## src/ifeb_pkg.sv

```systemverilog
// ifeb_pkg: shared constants and types for the interrupt flag and enable bank.
// assumes a 16-bit register file reached over a 32-bit classic wishbone slave.
package ifeb_pkg;
    // word byte addresses of the bank's registers
    localparam logic [7:0] ADDR_FLAGS0 = 8'h00;
    localparam logic [7:0] ADDR_FLAGS1 = 8'h04;
    localparam logic [7:0] ADDR_FLAGS3 = 8'h08;
    localparam logic [7:0] ADDR_FLAGS4 = 8'h0C;
    localparam logic [7:0] ADDR_ENABLES0 = 8'h10;
    localparam logic [7:0] ADDR_ENABLES1 = 8'h14;
    localparam logic [7:0] ADDR_IRQ_MASK = 8'h18;
    // implemented bit masks; every other bit reads zero and ignores writes
    localparam logic [15:0] IMPL_FLAGS0 = 16'h3FEF;
    localparam logic [15:0] IMPL_FLAGS1 = 16'h20DB;
    localparam logic [15:0] IMPL_FLAGS3 = 16'h8600;
    localparam logic [15:0] IMPL_FLAGS4 = 16'h0602;
    // mask register bit for each flag group (0,1,3,4)
    localparam logic [3:0] IMPL_IRQ_MASK = 4'hF;
    localparam logic [15:0] RESET_BANK = 16'h0000;
    localparam logic [3:0] RESET_MASK = 4'h0;
    // positions of the group 0 sources
    localparam int POS_EXT_IRQ0 = 0;
    localparam int POS_CAPTURE1 = 1;
    localparam int POS_COMPARE1 = 2;
    localparam int POS_TIMER1 = 3;
    localparam int POS_CAPTURE2 = 5;
    localparam int POS_COMPARE2 = 6;
    localparam int POS_TIMER2 = 7;
    localparam int POS_TIMER3 = 8;
    localparam int POS_SYNC_SERIAL_ERROR = 9;
    localparam int POS_SYNC_SERIAL_EVENT = 10;
    localparam int POS_SERIAL_RX = 11;
    localparam int POS_SERIAL_TX = 12;
    localparam int POS_CONVERSION_DONE = 13;

    // one bus request as the slave sees it
    typedef struct packed {
        logic cyc;
        logic stb;
        logic we;
        logic [3:0] sel;
        logic [7:0] adr;
        logic [31:0] dat;
    } ifeb_wb_req_t;

    // raw source pulses per group, aligned with the flag positions
    typedef struct packed {
        logic [15:0] grp0;
        logic [15:0] grp1;
        logic [15:0] grp3;
        logic [15:0] grp4;
    } ifeb_src_t;
endpackage : ifeb_pkg

```

## src/ifeb_bank.sv

```systemverilog
// ifeb_bank: pending flags for groups 0,1,3,4 and source enables for groups 0,1.
// assumes a wishbone master on clk_i and source pulses synchronous to clk_i.
//
// Chosen here: the register addresses and register access over Wishbone.
module ifeb_bank (
    input wire logic clk_i, // system clock, 50 MHz
    input wire logic rst_i, // synchronous reset, high
    input wire logic ce_i, // clock enable, freezes all state when low
    input wire logic wb_cyc_i, // wishbone cycle
    input wire logic wb_stb_i, // wishbone strobe
    input wire logic wb_we_i, // wishbone write enable
    input wire logic [3:0] wb_sel_i, // wishbone byte selects
    input wire logic [7:0] wb_adr_i, // wishbone byte address
    input wire logic [31:0] wb_dat_i, // wishbone write data
    output logic [31:0] wb_dat_o, // wishbone read data, registered
    output logic wb_ack_o, // wishbone acknowledge
    input wire ifeb_pkg::ifeb_src_t src_i, // source request pulses
    output logic [15:0] fwd0_o, // group 0 requests to arbitration
    output logic [15:0] fwd1_o, // group 1 requests to arbitration
    output logic [15:0] pend3_o, // group 3 pending, enables live elsewhere
    output logic [15:0] pend4_o, // group 4 pending, enables live elsewhere
    output logic irq_o // level interrupt, any unmasked group forwarding (groups 0,1) or pending (groups 3,4)
);
    ifeb_pkg::ifeb_wb_req_t req;
    logic take;
    logic wr;
    logic [15:0] wmask;
    logic [15:0] wdata;
    logic [15:0] flags0, flags1, flags3, flags4;
    logic [15:0] clr0, clr1, clr3, clr4;
    logic [15:0] en0_reg, en0_next, en1_reg, en1_next;
    logic [3:0] mask_reg, mask_next;
    logic [3:0] grp_stat;
    logic [31:0] rdat_reg, rdat_next;

    // bundle the bus request
    always_comb begin
        req.cyc = wb_cyc_i;
        req.stb = wb_stb_i;
        req.we = wb_we_i;
        req.sel = wb_sel_i;
        req.adr = wb_adr_i;
        req.dat = wb_dat_i;
    end

    ifeb_wb_slave u_slave (
        .clk_i(clk_i),
        .rst_i(rst_i),
        .ce_i(ce_i),
        .req_i(req.cyc && req.stb),
        .ack_o(wb_ack_o),
        .take_o(take)
    );

    // only the two low byte lanes carry register bits
    assign wr = take && req.we;
    assign wmask = {{8{req.sel[1]}}, {8{req.sel[0]}}};
    assign wdata = req.dat[15:0] & wmask;

    // software clears a flag by writing one to it
    always_comb begin
        clr0 = (wr && req.adr == ifeb_pkg::ADDR_FLAGS0) ? wdata : 16'h0000;
        clr1 = (wr && req.adr == ifeb_pkg::ADDR_FLAGS1) ? wdata : 16'h0000;
        clr3 = (wr && req.adr == ifeb_pkg::ADDR_FLAGS3) ? wdata : 16'h0000;
        clr4 = (wr && req.adr == ifeb_pkg::ADDR_FLAGS4) ? wdata : 16'h0000;
    end

    // flag banks; the IMPL masks fix the source positions
    ifeb_flag_reg #(.IMPL(ifeb_pkg::IMPL_FLAGS0)) u_flags0 (
        .clk_i(clk_i),
        .rst_i(rst_i),
        .ce_i(ce_i),
        .set_i(src_i.grp0),
        .clr_i(clr0),
        .flags_o(flags0)
    );
    ifeb_flag_reg #(.IMPL(ifeb_pkg::IMPL_FLAGS1)) u_flags1 (
        .clk_i(clk_i),
        .rst_i(rst_i),
        .ce_i(ce_i),
        .set_i(src_i.grp1),
        .clr_i(clr1),
        .flags_o(flags1)
    );
    ifeb_flag_reg #(.IMPL(ifeb_pkg::IMPL_FLAGS3)) u_flags3 (
        .clk_i(clk_i),
        .rst_i(rst_i),
        .ce_i(ce_i),
        .set_i(src_i.grp3),
        .clr_i(clr3),
        .flags_o(flags3)
    );
    ifeb_flag_reg #(.IMPL(ifeb_pkg::IMPL_FLAGS4)) u_flags4 (
        .clk_i(clk_i),
        .rst_i(rst_i),
        .ce_i(ce_i),
        .set_i(src_i.grp4),
        .clr_i(clr4),
        .flags_o(flags4)
    );

    // enables share the flag layout; unselected lanes keep their value
    always_comb begin
        en0_next = en0_reg;
        en1_next = en1_reg;
        mask_next = mask_reg;
        if (wr && req.adr == ifeb_pkg::ADDR_ENABLES0) begin
            en0_next = ((en0_reg & ~wmask) | wdata) & ifeb_pkg::IMPL_FLAGS0;
        end
        if (wr && req.adr == ifeb_pkg::ADDR_ENABLES1) begin
            en1_next = ((en1_reg & ~wmask) | wdata) & ifeb_pkg::IMPL_FLAGS1;
        end
        if (wr && req.adr == ifeb_pkg::ADDR_IRQ_MASK && req.sel[0]) begin
            mask_next = req.dat[3:0] & ifeb_pkg::IMPL_IRQ_MASK;
        end
    end

    always_ff @(posedge clk_i) begin
        if (rst_i) begin
            en0_reg <= ifeb_pkg::RESET_BANK;
            en1_reg <= ifeb_pkg::RESET_BANK;
            mask_reg <= ifeb_pkg::RESET_MASK;
        end else if (ce_i) begin
            en0_reg <= en0_next;
            en1_reg <= en1_next;
            mask_reg <= mask_next;
        end
    end

    // a source reaches arbitration only with flag and enable both set
    assign fwd0_o = flags0 & en0_reg;
    assign fwd1_o = flags1 & en1_reg;
    assign pend3_o = flags3;
    assign pend4_o = flags4;

    // group summary; groups 3 and 4 count unconditionally, their enables sit elsewhere
    assign grp_stat = {|flags4, |flags3, |fwd1_o, |fwd0_o};
    assign irq_o = |(grp_stat & mask_reg);

    // read mux; unmapped offsets answer zero
    always_comb begin
        rdat_next = rdat_reg;
        if (take && !req.we) begin
            case (req.adr)
                ifeb_pkg::ADDR_FLAGS0: rdat_next = {16'h0000, flags0};
                ifeb_pkg::ADDR_FLAGS1: rdat_next = {16'h0000, flags1};
                ifeb_pkg::ADDR_FLAGS3: rdat_next = {16'h0000, flags3};
                ifeb_pkg::ADDR_FLAGS4: rdat_next = {16'h0000, flags4};
                ifeb_pkg::ADDR_ENABLES0: rdat_next = {16'h0000, en0_reg};
                ifeb_pkg::ADDR_ENABLES1: rdat_next = {16'h0000, en1_reg};
                ifeb_pkg::ADDR_IRQ_MASK: rdat_next = {28'h0000000, mask_reg};
                default: rdat_next = 32'h00000000;
            endcase
        end
    end

    always_ff @(posedge clk_i) begin
        if (rst_i) begin
            rdat_reg <= 32'h00000000;
        end else if (ce_i) begin
            rdat_reg <= rdat_next;
        end
    end

    assign wb_dat_o = rdat_reg;

    // checks; the |=> ones look at registered state one edge after the cause
    a_unimpl_zero: assert property (@(posedge clk_i) disable iff (rst_i)
        ((flags0 & ~ifeb_pkg::IMPL_FLAGS0) == 16'h0000)
        && ((flags1 & ~ifeb_pkg::IMPL_FLAGS1) == 16'h0000)
        && ((flags3 & ~ifeb_pkg::IMPL_FLAGS3) == 16'h0000)
        && ((flags4 & ~ifeb_pkg::IMPL_FLAGS4) == 16'h0000))
        else $error("unimplemented flag bit set");
    a_unimpl_enables: assert property (@(posedge clk_i) disable iff (rst_i)
        ((en0_reg & ~ifeb_pkg::IMPL_FLAGS0) == 16'h0000)
        && ((en1_reg & ~ifeb_pkg::IMPL_FLAGS1) == 16'h0000))
        else $error("unimplemented enable bit set");
    a_upper_zero: assert property (@(posedge clk_i) disable iff (rst_i)
        wb_dat_o[31:16] == 16'h0000)
        else $error("upper read half not zero");
    a_read_unmapped: assert property (@(posedge clk_i) disable iff (rst_i)
        take && !req.we && req.adr > ifeb_pkg::ADDR_IRQ_MASK
        |=> wb_dat_o == 32'h00000000)
        else $error("unmapped read not zero");
    a_set_records: assert property (@(posedge clk_i) disable iff (rst_i)
        ce_i && src_i.grp0[ifeb_pkg::POS_SERIAL_RX] |=> flags0[ifeb_pkg::POS_SERIAL_RX])
        else $error("receiver request not recorded");
    // every implemented position must keep a request seen on the edge before
    a_set_group0: assert property (@(posedge clk_i) disable iff (rst_i)
        ce_i |=> (flags0 & $past(src_i.grp0)) == ($past(src_i.grp0) & ifeb_pkg::IMPL_FLAGS0))
        else $error("group 0 request not recorded");
    a_set_group1: assert property (@(posedge clk_i) disable iff (rst_i)
        ce_i |=> (flags1 & $past(src_i.grp1)) == ($past(src_i.grp1) & ifeb_pkg::IMPL_FLAGS1))
        else $error("group 1 request not recorded");
    a_set_group3: assert property (@(posedge clk_i) disable iff (rst_i)
        ce_i |=> (flags3 & $past(src_i.grp3)) == ($past(src_i.grp3) & ifeb_pkg::IMPL_FLAGS3))
        else $error("group 3 request not recorded");
    a_set_group4: assert property (@(posedge clk_i) disable iff (rst_i)
        ce_i |=> (flags4 & $past(src_i.grp4)) == ($past(src_i.grp4) & ifeb_pkg::IMPL_FLAGS4))
        else $error("group 4 request not recorded");
    // only a source may raise a flag, only a written one may drop it
    a_no_stray_set: assert property (@(posedge clk_i) disable iff (rst_i)
        ce_i |=> (flags0 & ~$past(flags0) & ~$past(src_i.grp0)) == 16'h0000
        && (flags1 & ~$past(flags1) & ~$past(src_i.grp1)) == 16'h0000)
        else $error("flag set with no request");
    a_stray_set_hi: assert property (@(posedge clk_i) disable iff (rst_i)
        ce_i |=> (flags3 & ~$past(flags3) & ~$past(src_i.grp3)) == 16'h0000
        && (flags4 & ~$past(flags4) & ~$past(src_i.grp4)) == 16'h0000)
        else $error("flag set with no request");
    a_clear_needs_write: assert property (@(posedge clk_i) disable iff (rst_i)
        ce_i |=> (~flags0 & $past(flags0) & ~$past(clr0)) == 16'h0000
        && (~flags1 & $past(flags1) & ~$past(clr1)) == 16'h0000)
        else $error("flag cleared with no write");
    a_clear_write_hi: assert property (@(posedge clk_i) disable iff (rst_i)
        ce_i |=> (~flags3 & $past(flags3) & ~$past(clr3)) == 16'h0000
        && (~flags4 & $past(flags4) & ~$past(clr4)) == 16'h0000)
        else $error("flag cleared with no write");
    a_clear_takes: assert property (@(posedge clk_i) disable iff (rst_i)
        ce_i |=> (flags0 & $past(clr0) & ~$past(src_i.grp0)) == 16'h0000
        && (flags3 & $past(clr3) & ~$past(src_i.grp3)) == 16'h0000)
        else $error("written one left flag set");
    a_set_over_clear: assert property (@(posedge clk_i) disable iff (rst_i)
        ce_i && src_i.grp1[0] && clr1[0] |=> flags1[0])
        else $error("set lost against clear");
    a_flag_sticky: assert property (@(posedge clk_i) disable iff (rst_i)
        ce_i && flags4[1] && !clr4[1] |=> flags4[1])
        else $error("flag dropped without clear");
    a_fwd_gated: assert property (@(posedge clk_i) disable iff (rst_i)
        fwd0_o[ifeb_pkg::POS_SERIAL_RX] == (flags0[ifeb_pkg::POS_SERIAL_RX]
        && en0_reg[ifeb_pkg::POS_SERIAL_RX]))
        else $error("receiver forward mismatch");
    // the enable may be written in the same cycle, so compare against its new value
    a_disabled_records: assert property (@(posedge clk_i) disable iff (rst_i)
        ce_i && !en1_reg[4] && src_i.grp1[4] |=> flags1[4] && (fwd1_o[4] == en1_reg[4]))
        else $error("disabled source misbehaves");
    a_enable_hold0: assert property (@(posedge clk_i) disable iff (rst_i)
        !(wr && req.adr == ifeb_pkg::ADDR_ENABLES0) |=> $stable(en0_reg))
        else $error("enable 0 changed without a write");
    a_enable_hold1: assert property (@(posedge clk_i) disable iff (rst_i)
        !(wr && req.adr == ifeb_pkg::ADDR_ENABLES1) |=> $stable(en1_reg))
        else $error("enable 1 changed without a write");
    a_enable_write: assert property (@(posedge clk_i) disable iff (rst_i)
        wr && req.adr == ifeb_pkg::ADDR_ENABLES0 && req.sel[0] && req.dat[0]
        |=> en0_reg[ifeb_pkg::POS_EXT_IRQ0])
        else $error("enable write lost");
    a_enable_lane0: assert property (@(posedge clk_i) disable iff (rst_i)
        wr && req.adr == ifeb_pkg::ADDR_ENABLES0 && req.sel[1]
        |=> en0_reg[15:8] == ($past(wb_dat_i[15:8]) & ifeb_pkg::IMPL_FLAGS0[15:8]))
        else $error("enable 0 high lane lost");
    a_enable_lane1: assert property (@(posedge clk_i) disable iff (rst_i)
        wr && req.adr == ifeb_pkg::ADDR_ENABLES1 && req.sel[0]
        |=> en1_reg[7:0] == ($past(wb_dat_i[7:0]) & ifeb_pkg::IMPL_FLAGS1[7:0]))
        else $error("enable 1 low lane lost");
    a_enable_bit13: assert property (@(posedge clk_i) disable iff (rst_i)
        wr && req.adr == ifeb_pkg::ADDR_ENABLES1 && req.sel[1]
        |=> en1_reg[13] == $past(wb_dat_i[13]))
        else $error("enable 1 bit 13 lost");
    a_read_flags0: assert property (@(posedge clk_i) disable iff (rst_i)
        take && !req.we && req.adr == ifeb_pkg::ADDR_FLAGS0
        |=> wb_dat_o == {16'h0000, $past(flags0)})
        else $error("flag read mismatch");
    a_read_enables1: assert property (@(posedge clk_i) disable iff (rst_i)
        take && !req.we && req.adr == ifeb_pkg::ADDR_ENABLES1
        |=> wb_dat_o == {16'h0000, $past(en1_reg)})
        else $error("enable read mismatch");
    a_irq_forwarded: assert property (@(posedge clk_i) disable iff (rst_i)
        (mask_reg[0] && fwd0_o != 16'h0000) || (mask_reg[1] && fwd1_o != 16'h0000)
        |-> irq_o)
        else $error("unmasked forwarded source gives no interrupt");
    a_irq_masked: assert property (@(posedge clk_i) disable iff (rst_i)
        mask_reg == 4'h0 |-> !irq_o)
        else $error("interrupt while all groups masked");
    a_reset_clear: assert property (@(posedge clk_i)
        rst_i |=> (en0_reg == ifeb_pkg::RESET_BANK) && (en1_reg == ifeb_pkg::RESET_BANK)
        && (flags0 == ifeb_pkg::RESET_BANK) && (flags1 == ifeb_pkg::RESET_BANK)
        && (flags3 == ifeb_pkg::RESET_BANK) && (flags4 == ifeb_pkg::RESET_BANK)
        && (mask_reg == ifeb_pkg::RESET_MASK) && !wb_ack_o)
        else $error("state not cleared by reset");
    // a frozen clock enable may hold ack, so only a live cycle must drop it
    a_ack_pulse: assert property (@(posedge clk_i) disable iff (rst_i)
        ce_i && wb_ack_o |=> !wb_ack_o)
        else $error("ack held two cycles");
    a_ack_cause: assert property (@(posedge clk_i) disable iff (rst_i)
        $rose(wb_ack_o) |-> $past(wb_cyc_i) && $past(wb_stb_i))
        else $error("ack without a request");
    a_take_once: assert property (@(posedge clk_i) disable iff (rst_i)
        take |=> !take)
        else $error("request committed twice");
    a_frozen_state: assert property (@(posedge clk_i) disable iff (rst_i)
        !ce_i |=> $stable(flags0) && $stable(en0_reg) && $stable(wb_ack_o))
        else $error("state moved while clock enable low");
    c_read_flags: cover property (@(posedge clk_i) take && !req.we
        && req.adr == ifeb_pkg::ADDR_FLAGS0);
    c_irq_rise: cover property (@(posedge clk_i) !irq_o ##1 irq_o);
    c_clear_hit: cover property (@(posedge clk_i) |clr3);
    c_set_meets_clear: cover property (@(posedge clk_i) ce_i && |(src_i.grp0 & clr0));
    c_enable_write: cover property (@(posedge clk_i) wr && req.adr == ifeb_pkg::ADDR_ENABLES1);
endmodule : ifeb_bank

```

## src/ifeb_flag_reg.sv

```systemverilog
// ifeb_flag_reg: one 16-bit pending flag register, hardware set, write-one clear.
// assumes set pulses synchronous to clk_i; IMPL marks the bits that exist.
module ifeb_flag_reg #(
    parameter logic [15:0] IMPL = 16'hFFFF
) (
    input wire logic clk_i, // system clock
    input wire logic rst_i, // synchronous reset, high
    input wire logic ce_i, // clock enable
    input wire logic [15:0] set_i, // request pulses from sources
    input wire logic [15:0] clr_i, // write-one-to-clear bits
    output logic [15:0] flags_o // current flags
);
    logic [15:0] flags_reg;
    logic [15:0] flags_next;

    // set beats clear, so a request landing with a clear is kept
    always_comb begin
        flags_next = ((flags_reg & ~clr_i) | set_i) & IMPL;
    end

    // zero after reset so nothing is pending
    always_ff @(posedge clk_i) begin
        if (rst_i) begin
            flags_reg <= ifeb_pkg::RESET_BANK;
        end else if (ce_i) begin
            flags_reg <= flags_next;
        end
    end

    assign flags_o = flags_reg;
endmodule : ifeb_flag_reg

```

## src/ifeb_wb_slave.sv

```systemverilog
// ifeb_wb_slave: classic wishbone handshake, one ack per request.
// assumes cyc/stb held until ack; ack rises one cycle after the request.
module ifeb_wb_slave (
    input wire logic clk_i, // system clock
    input wire logic rst_i, // synchronous reset, high
    input wire logic ce_i, // clock enable
    input wire logic req_i, // cyc and stb both high
    output logic ack_o, // one-cycle acknowledge
    output logic take_o // access is committed this cycle
);
    logic ack_reg;
    logic ack_next;

    // ack drops the cycle after it is given, leaving a gap between requests
    always_comb begin
        ack_next = req_i && !ack_reg;
    end

    always_ff @(posedge clk_i) begin
        if (rst_i) begin
            ack_reg <= 1'b0;
        end else if (ce_i) begin
            ack_reg <= ack_next;
        end
    end

    assign ack_o = ack_reg;
    assign take_o = ce_i && ack_next;
endmodule : ifeb_wb_slave

```

## config.mk

```make
export PLATFORM = sky130hd
export DESIGN_NAME = ifeb_bank
export DESIGN_NICKNAME = d
export VERILOG_FILES = /design/src/ifeb_pkg.sv /design/src/ifeb_bank.sv /design/src/ifeb_flag_reg.sv /design/src/ifeb_wb_slave.sv
export SDC_FILE = /design/constraint.sdc
export NUM_CORES = 1
export LEC_CHECK = 0
export ABC_AREA = 1
export ABC_CLOCK_PERIOD_IN_PS = 2040
export BUFFER_PORTS_ARGS = -buffer_cell sky130_fd_sc_hd__buf_2
export CORE_MARGIN = 10
export CORE_UTILIZATION = 44
export CTS_BUF_LIST = sky130_fd_sc_hd__clkbuf_16
export CTS_CLUSTER_SIZE = 14
export DETAILED_ROUTE_END_ITERATION = 8
export PLACE_DENSITY = 0.91
export SLEW_MARGIN = 10
export SYNTH_ARGS = -nofsm -noshare
export SYNTH_HDL_FRONTEND = slang
export SYNTH_SLANG_ARGS = --single-unit
export TNS_END_PERCENT = 5
```

## constraint.sdc

```tcl
create_clock -name clk_i -period 2.04 [get_ports clk_i]
set_input_delay 0.51 -clock clk_i [delete_from_list [all_inputs] [get_ports clk_i]]
set_output_delay 0.51 -clock clk_i [all_outputs]
set_load 0.005 [all_outputs]
```

==> results of run 1 <==
where the power goes:
| group | switching (W) | internal, W | total, W |
|---|---|---|---|
| combinational | 0.000166 | 0.0000922 | 0.000258 |
| clock | 0.000535 | 0.000796 | 0.00133 |
| sequential | 0.0000334 | 0.00133 | 0.00136 |
| total | 0.000735 | 0.00222 | 0.00295 |
area by class of cell:
cell class                 instances  area, um^2
clock buffer                       9       225.2
clock inverter                     7       30.03
sequential                        66        1330
fill                             800        3540
multi-input combinational        386        1763
tap                              102       127.6
timing repair buffer             114       614.3
inverter                          58       217.7
cells in the final DEF, fill, tap and decap left out, types with 14 or more instances in the layout:
cell     count
buf_4       15
nor2_1      14
a21oi_1     63
inv_1       60
buf_2       98
dfxtp_1     59
o21ai_0     44
conb_1      55
nand2_1    125
o21ai_1     21
nand3_1     30
worst min-delay path: cells and delay by family:
kind / cells / cell delay (ps)
buf+inv: 1 / 90
compound gates: 1 / 50
simple gates: 1 / 50
layer usage:
layer  global-route usage [%]  wire [um]  part of all wire (%)
met5                        0          0                     0
met4                    6.606        170                   1.5
met3                    5.804       1468                    13
met2                    28.79       5286                    45
met1                    22.87       4787                    41
path summary, 6_finish.rpt:
check                        startpoint                                end  slack, ps  cells past startpoint
max reg2reg  u_slave.ack_o$_SDFFE_PP0P_  u_flags0.flags_o[10]$_SDFFE_PP0P_        510                      6
min                           src_i[57]   u_flags0.flags_o[9]$_SDFFE_PP0P_        430                      3
max                           flip-flop                              irq_o        -10                      7
min reg2reg                   flip-flop                          flip-flop        460                      2
logic make-up after synthesis:
group	count (synthesis)
buf+inv	134
flops	66
other cells	1
compound gates	130
simple gates	201
repair_timing:
item	4_1_cts	5_1_grt
pin swaps	2	7
setup buffers	0	2
gates cloned	0	0
hold buffers	0	0
setup endpoints to repair	1	1
gates resized for setup	2	14
metrics by stage:
stage	utilization (%)	total power (W)	hold WS, ps	std cells
floorplan	-	0.001592	436.8	586
global placement	50.97	0.001625	447.0	724
detailed placement	50.97	0.001634	451.3	724
CTS	54.32	0.002948	430.5	740
global route	54.89	0.003067	433.0	742
finish	54.89	0.002951	429.5	742
==> impl_metrics.tcl, run 1 <==
set metrics [dict create \
    status "complete, but fails checks" \
    rows 32 \
    avgRoutedWirePerCell_um 15.78 \
    start_kind "flip-flop" \
    grt_max_degree 43 \
    ctsLongestPathBuffers 2 \
    clk_latency_ps 330 \
    hold_violations 0 \
    max_stage_delay_ps 330 \
    initial_core_util_pct 45.81 \
    slew_violations 0 \
    synthSimpleGateAreaFrac_pct 24.43 \
    antenna_found_initial 0 \
    fin_nets 749 \
    syn_area_per_cell_um2 6.757 \
    setup_tns_ps -10.40 \
    routabilityCongestion 0.8966 \
    maxCapViolCount 0 \
    rsz0062_at_grt "yes" \
    diodes 0 \
    fin_worst_skew_ps 7.401 \
    seq_area_frac_synth_pct 36.76 \
    synth_top_area_share_pct 36.76 \
    setup_violations 1 \
    path_delay_family "simple AND/OR/NAND/NOR gates" \
    area_growth_syn_to_layout_pct 19.84 \
    grt_overflow 0 \
    min_period_over_period_pct 100.5 \
    cts_root_buf "clkbuf_16" \
    htree_levels 3 \
    power_density_nw_per_um2 685.0 \
    die_h_um 110.4 \
    synth_largest_area_cell "dfxtp_1" \
    synth_fa_ha_area_share_pct 0 \
    synthMuxAreaShare_pct 0 \
    io_pins 212 \
    numClockSinks 66 \
    violations "setup timing" \
    setup_slack_ps -10.40 \
    drc 0 \
    wirelength_um 11710 \
    ys_types 23 \
    synth_ff_type "dfxtp_1" \
    io_buffers 99 \
    antenna_left 0 \
    via_per_inst 4.993 \
    slowest_stage "dfxtp_2" \
    crit_required_ps 1530 \
    cts_buffers 9 \
    async_flop_share_pct 0 \
    yosys_warnings 0 \
    vias 3705 \
    core_um2 7848 \
    postSynthCellCount 532 \
    first_pass_iters 7 \
    endpoint_kind "primary output" \
    yosys-top-cells-area "dfxtp_1 (37%), nand2_1 (14%), buf_4 (12%)" \
    yosysMostFrequentCell "nand2_1" \
    dieArea_um2 12180 \
    yosys.area_share.xor_xnor_pct 0 \
    crit_type "reg -> out" \
    crit_chain "nand2_2, nand4_1, nor3_2, nand3_1, nand2_1, nand2_2, buf_6" \
    place_ws_ps 148.8 \
    synth_top_family_by_area "simple AND/OR/NAND/NOR gates" \
    arrival_ps 1540 \
    drt_iter0_drc 332 \
    fmax_mhz 487.7 \
    cts.clk_slew.worst_paths_ps 50 \
    critPathBufInv 1 \
    period_minus_slack_ps 2050 \
    dpl.hpwl_um 9197 \
    cellLeakagePower_nw 2.188 \
    ys_ff_latch 66 \
    critPathMaxFanout 3 \
    first_global_vias 3525 \
    synth_edf_count 0 \
    cts_tree "built" \
    place_area_um2 4000 \
    synth.top_cells.by_count "nand2_1 (132), dfxtp_1 (66), a21oi_1 (63)" \
    die_w_um 110.4 \
    crit_top_cell "nand2_2" \
    drive_gt1_share_pct 24.38 \
    grt_usage_pct 18.25 \
    grt_pass1_wl_um 17580 \
    hp-class "in -> reg" \
    syn_area_um2 3595 \
    vdd_drop_max_mv 0.4415 \
    final_area_um2 4308 \
    synth-compound-area-share_pct 18.24 \
]
Power figures use the tool's default switching activity.
==> run 2: changes to the inputs <==
--- a/config.mk
+++ b/config.mk
@@ -14,6 +14,7 @@
 export CTS_CLUSTER_SIZE = 14
 export DETAILED_ROUTE_END_ITERATION = 8
 export PLACE_DENSITY = 0.91
+export SETUP_SLACK_MARGIN = 0.1
 export SLEW_MARGIN = 10
 export SYNTH_ARGS = -nofsm -noshare
 export SYNTH_HDL_FRONTEND = slang
==> impl_metrics.tcl, run 2 (synthesized netlist as in run 1, its figures left out) <==
set metrics [dict create \
    io_pins 212 \
    max_stage_delay_ps 340 \
    endpoint_kind "primary output" \
    fin_nets 757 \
    grt_max_degree 43 \
    setup_slack_ps 25.94 \
    final_common_cell "nand2_1" \
    use_met3_pct 5.862 \
    critPathMaxFanout 3 \
    antenna_left 0 \
    cts_buffers 9 \
    cts_tree "built" \
    cts_root_buf "clkbuf_16" \
    grt_overflow 0 \
    numClockSinks 66 \
    via_per_inst 5.024 \
    start_kind "flip-flop" \
    period_minus_slack_ps 2014 \
    status "finished, final reports clean" \
    crit_type "reg -> out" \
    dpl.hpwl_um 9197 \
    hp-class "in -> reg" \
    drc 0 \
    rows 32 \
    vdd_drop_max_mv 0.4370 \
    grt_busiest_layer "met2" \
    place_ws_ps 148.8 \
    dieArea_um2 12180 \
    vias 3768 \
    area_growth_syn_to_layout_pct 22.14 \
    cts.clk_slew.worst_paths_ps 60 \
    slew_violations 0 \
    power_w 0.002958 \
    first_pass_iters 5 \
    fmax_mhz 496.5 \
    maxCapViolCount 0 \
    crit_required_ps 1530 \
    die_h_um 110.4 \
    hold_violations 0 \
    setup_violations 0 \
    core_um2 7848 \
    utilization_pct 55.95 \
    power_density_nw_per_um2 673.7 \
    drt_iter0_drc 351 \
    met1_usage_pct 22.93 \
    ctsLongestPathBuffers 2 \
    cellLeakagePower_nw 2.238 \
    io_buffers 99 \
    arrival_ps 1500 \
    slowest_stage "dfxtp_2" \
    grtUsageMet2_pct 29.76 \
    routabilityCongestion 0.8966 \
    fin_worst_skew_ps 4.341 \
    htree_levels 3 \
    crit_top_cell "nand2_2" \
    wirelength_um 11940 \
    antenna_found_initial 0 \
    final_cell_mix "nand2_1 (122), buf_2 (98), a21oi_1 (62)" \
    grt_pass1_wl_um 17970 \
    grt_usage_pct 18.66 \
    avgRoutedWirePerCell_um 15.92 \
    initial_core_util_pct 45.81 \
    rsz0062_at_grt "yes" \
    first_global_vias 3614 \
    clk_latency_ps 330 \
    die_w_um 110.4 \
    nFillCells 795 \
    min_period_over_period_pct 98.73 \
    diodes 0 \
    crit_chain "nand2_2, nand4_1, nor3_2, nand3_1, nand2_1, nand2_2, buf_6" \
    drive_gt1_share_pct 26.85 \
    cts_hold_buf 0 \
]
[run 2: worst paths after layout]
check,from,to,slack [ps],cells after the start
setup / recovery,u_flags0.flags_o[7]$_SDFFE_PP0P_,irq_o,30,7
hold / removal,src_i[57],u_flags0.flags_o[9]$_SDFFE_PP0P_,430,3
setup reg to reg,u_slave.ack_o$_SDFFE_PP0P_,flip-flop,480,6
hold reg to reg,flip-flop,flip-flop,460,2
[run 2: cell type report]
class                   instances  area [um^2]  share of cell area [%]
flip-flops and latches         66         1336                   30.44
repair buffers                122        674.4                   15.36
well taps                     102        127.6                   2.907
clock buffers                   9        225.2                   5.130
clock inverters                 7        30.03                  0.6840
inverters                      58        217.7                   4.959
multi-input cells             386         1779                   40.52
[run 2: what timing repair did]
action / in CTS / in global routing
pin swaps: 11 / 5
endpoints found under the setup margin: 1 / 1
gates resized for setup: 21 / 5
setup buffers: 9 / 1
[run 2: per-stage QoR]
stage	area, um^2	hold slack, ps	instances	setup TNS, ps
after floorplan	3797	436.8	586	0
after detailed placement	4000	451.3	724	0
after global placement	4000	447.0	724	0
after CTS	4367	430.5	749	0
after global routing	4390	433.0	750	-8.081
final	4390	428.0	750	0
[run 2: metal layers]
layer	up-vias	wire length (um)
met2	206	5427
met3	23	1435
met4	0	250
li1	1830	-
met1	1709	4828
met5	-	0
[run 2: power by group]
group | internal [W] | switching, W
registers | 0.00133 | 0.0000334
clock network | 0.000796 | 0.000535
logic | 0.0000952 | 0.000169
[run 2: worst max-delay path: cells and delay by family (launching register included)]
| kind | cells | cell delay (ps) |
|---|---|---|
| buffers and inverters | 1 | 120 |
| flip-flops | 1 | 340 |
| AND/OR/NAND/NOR | 6 | 710 |
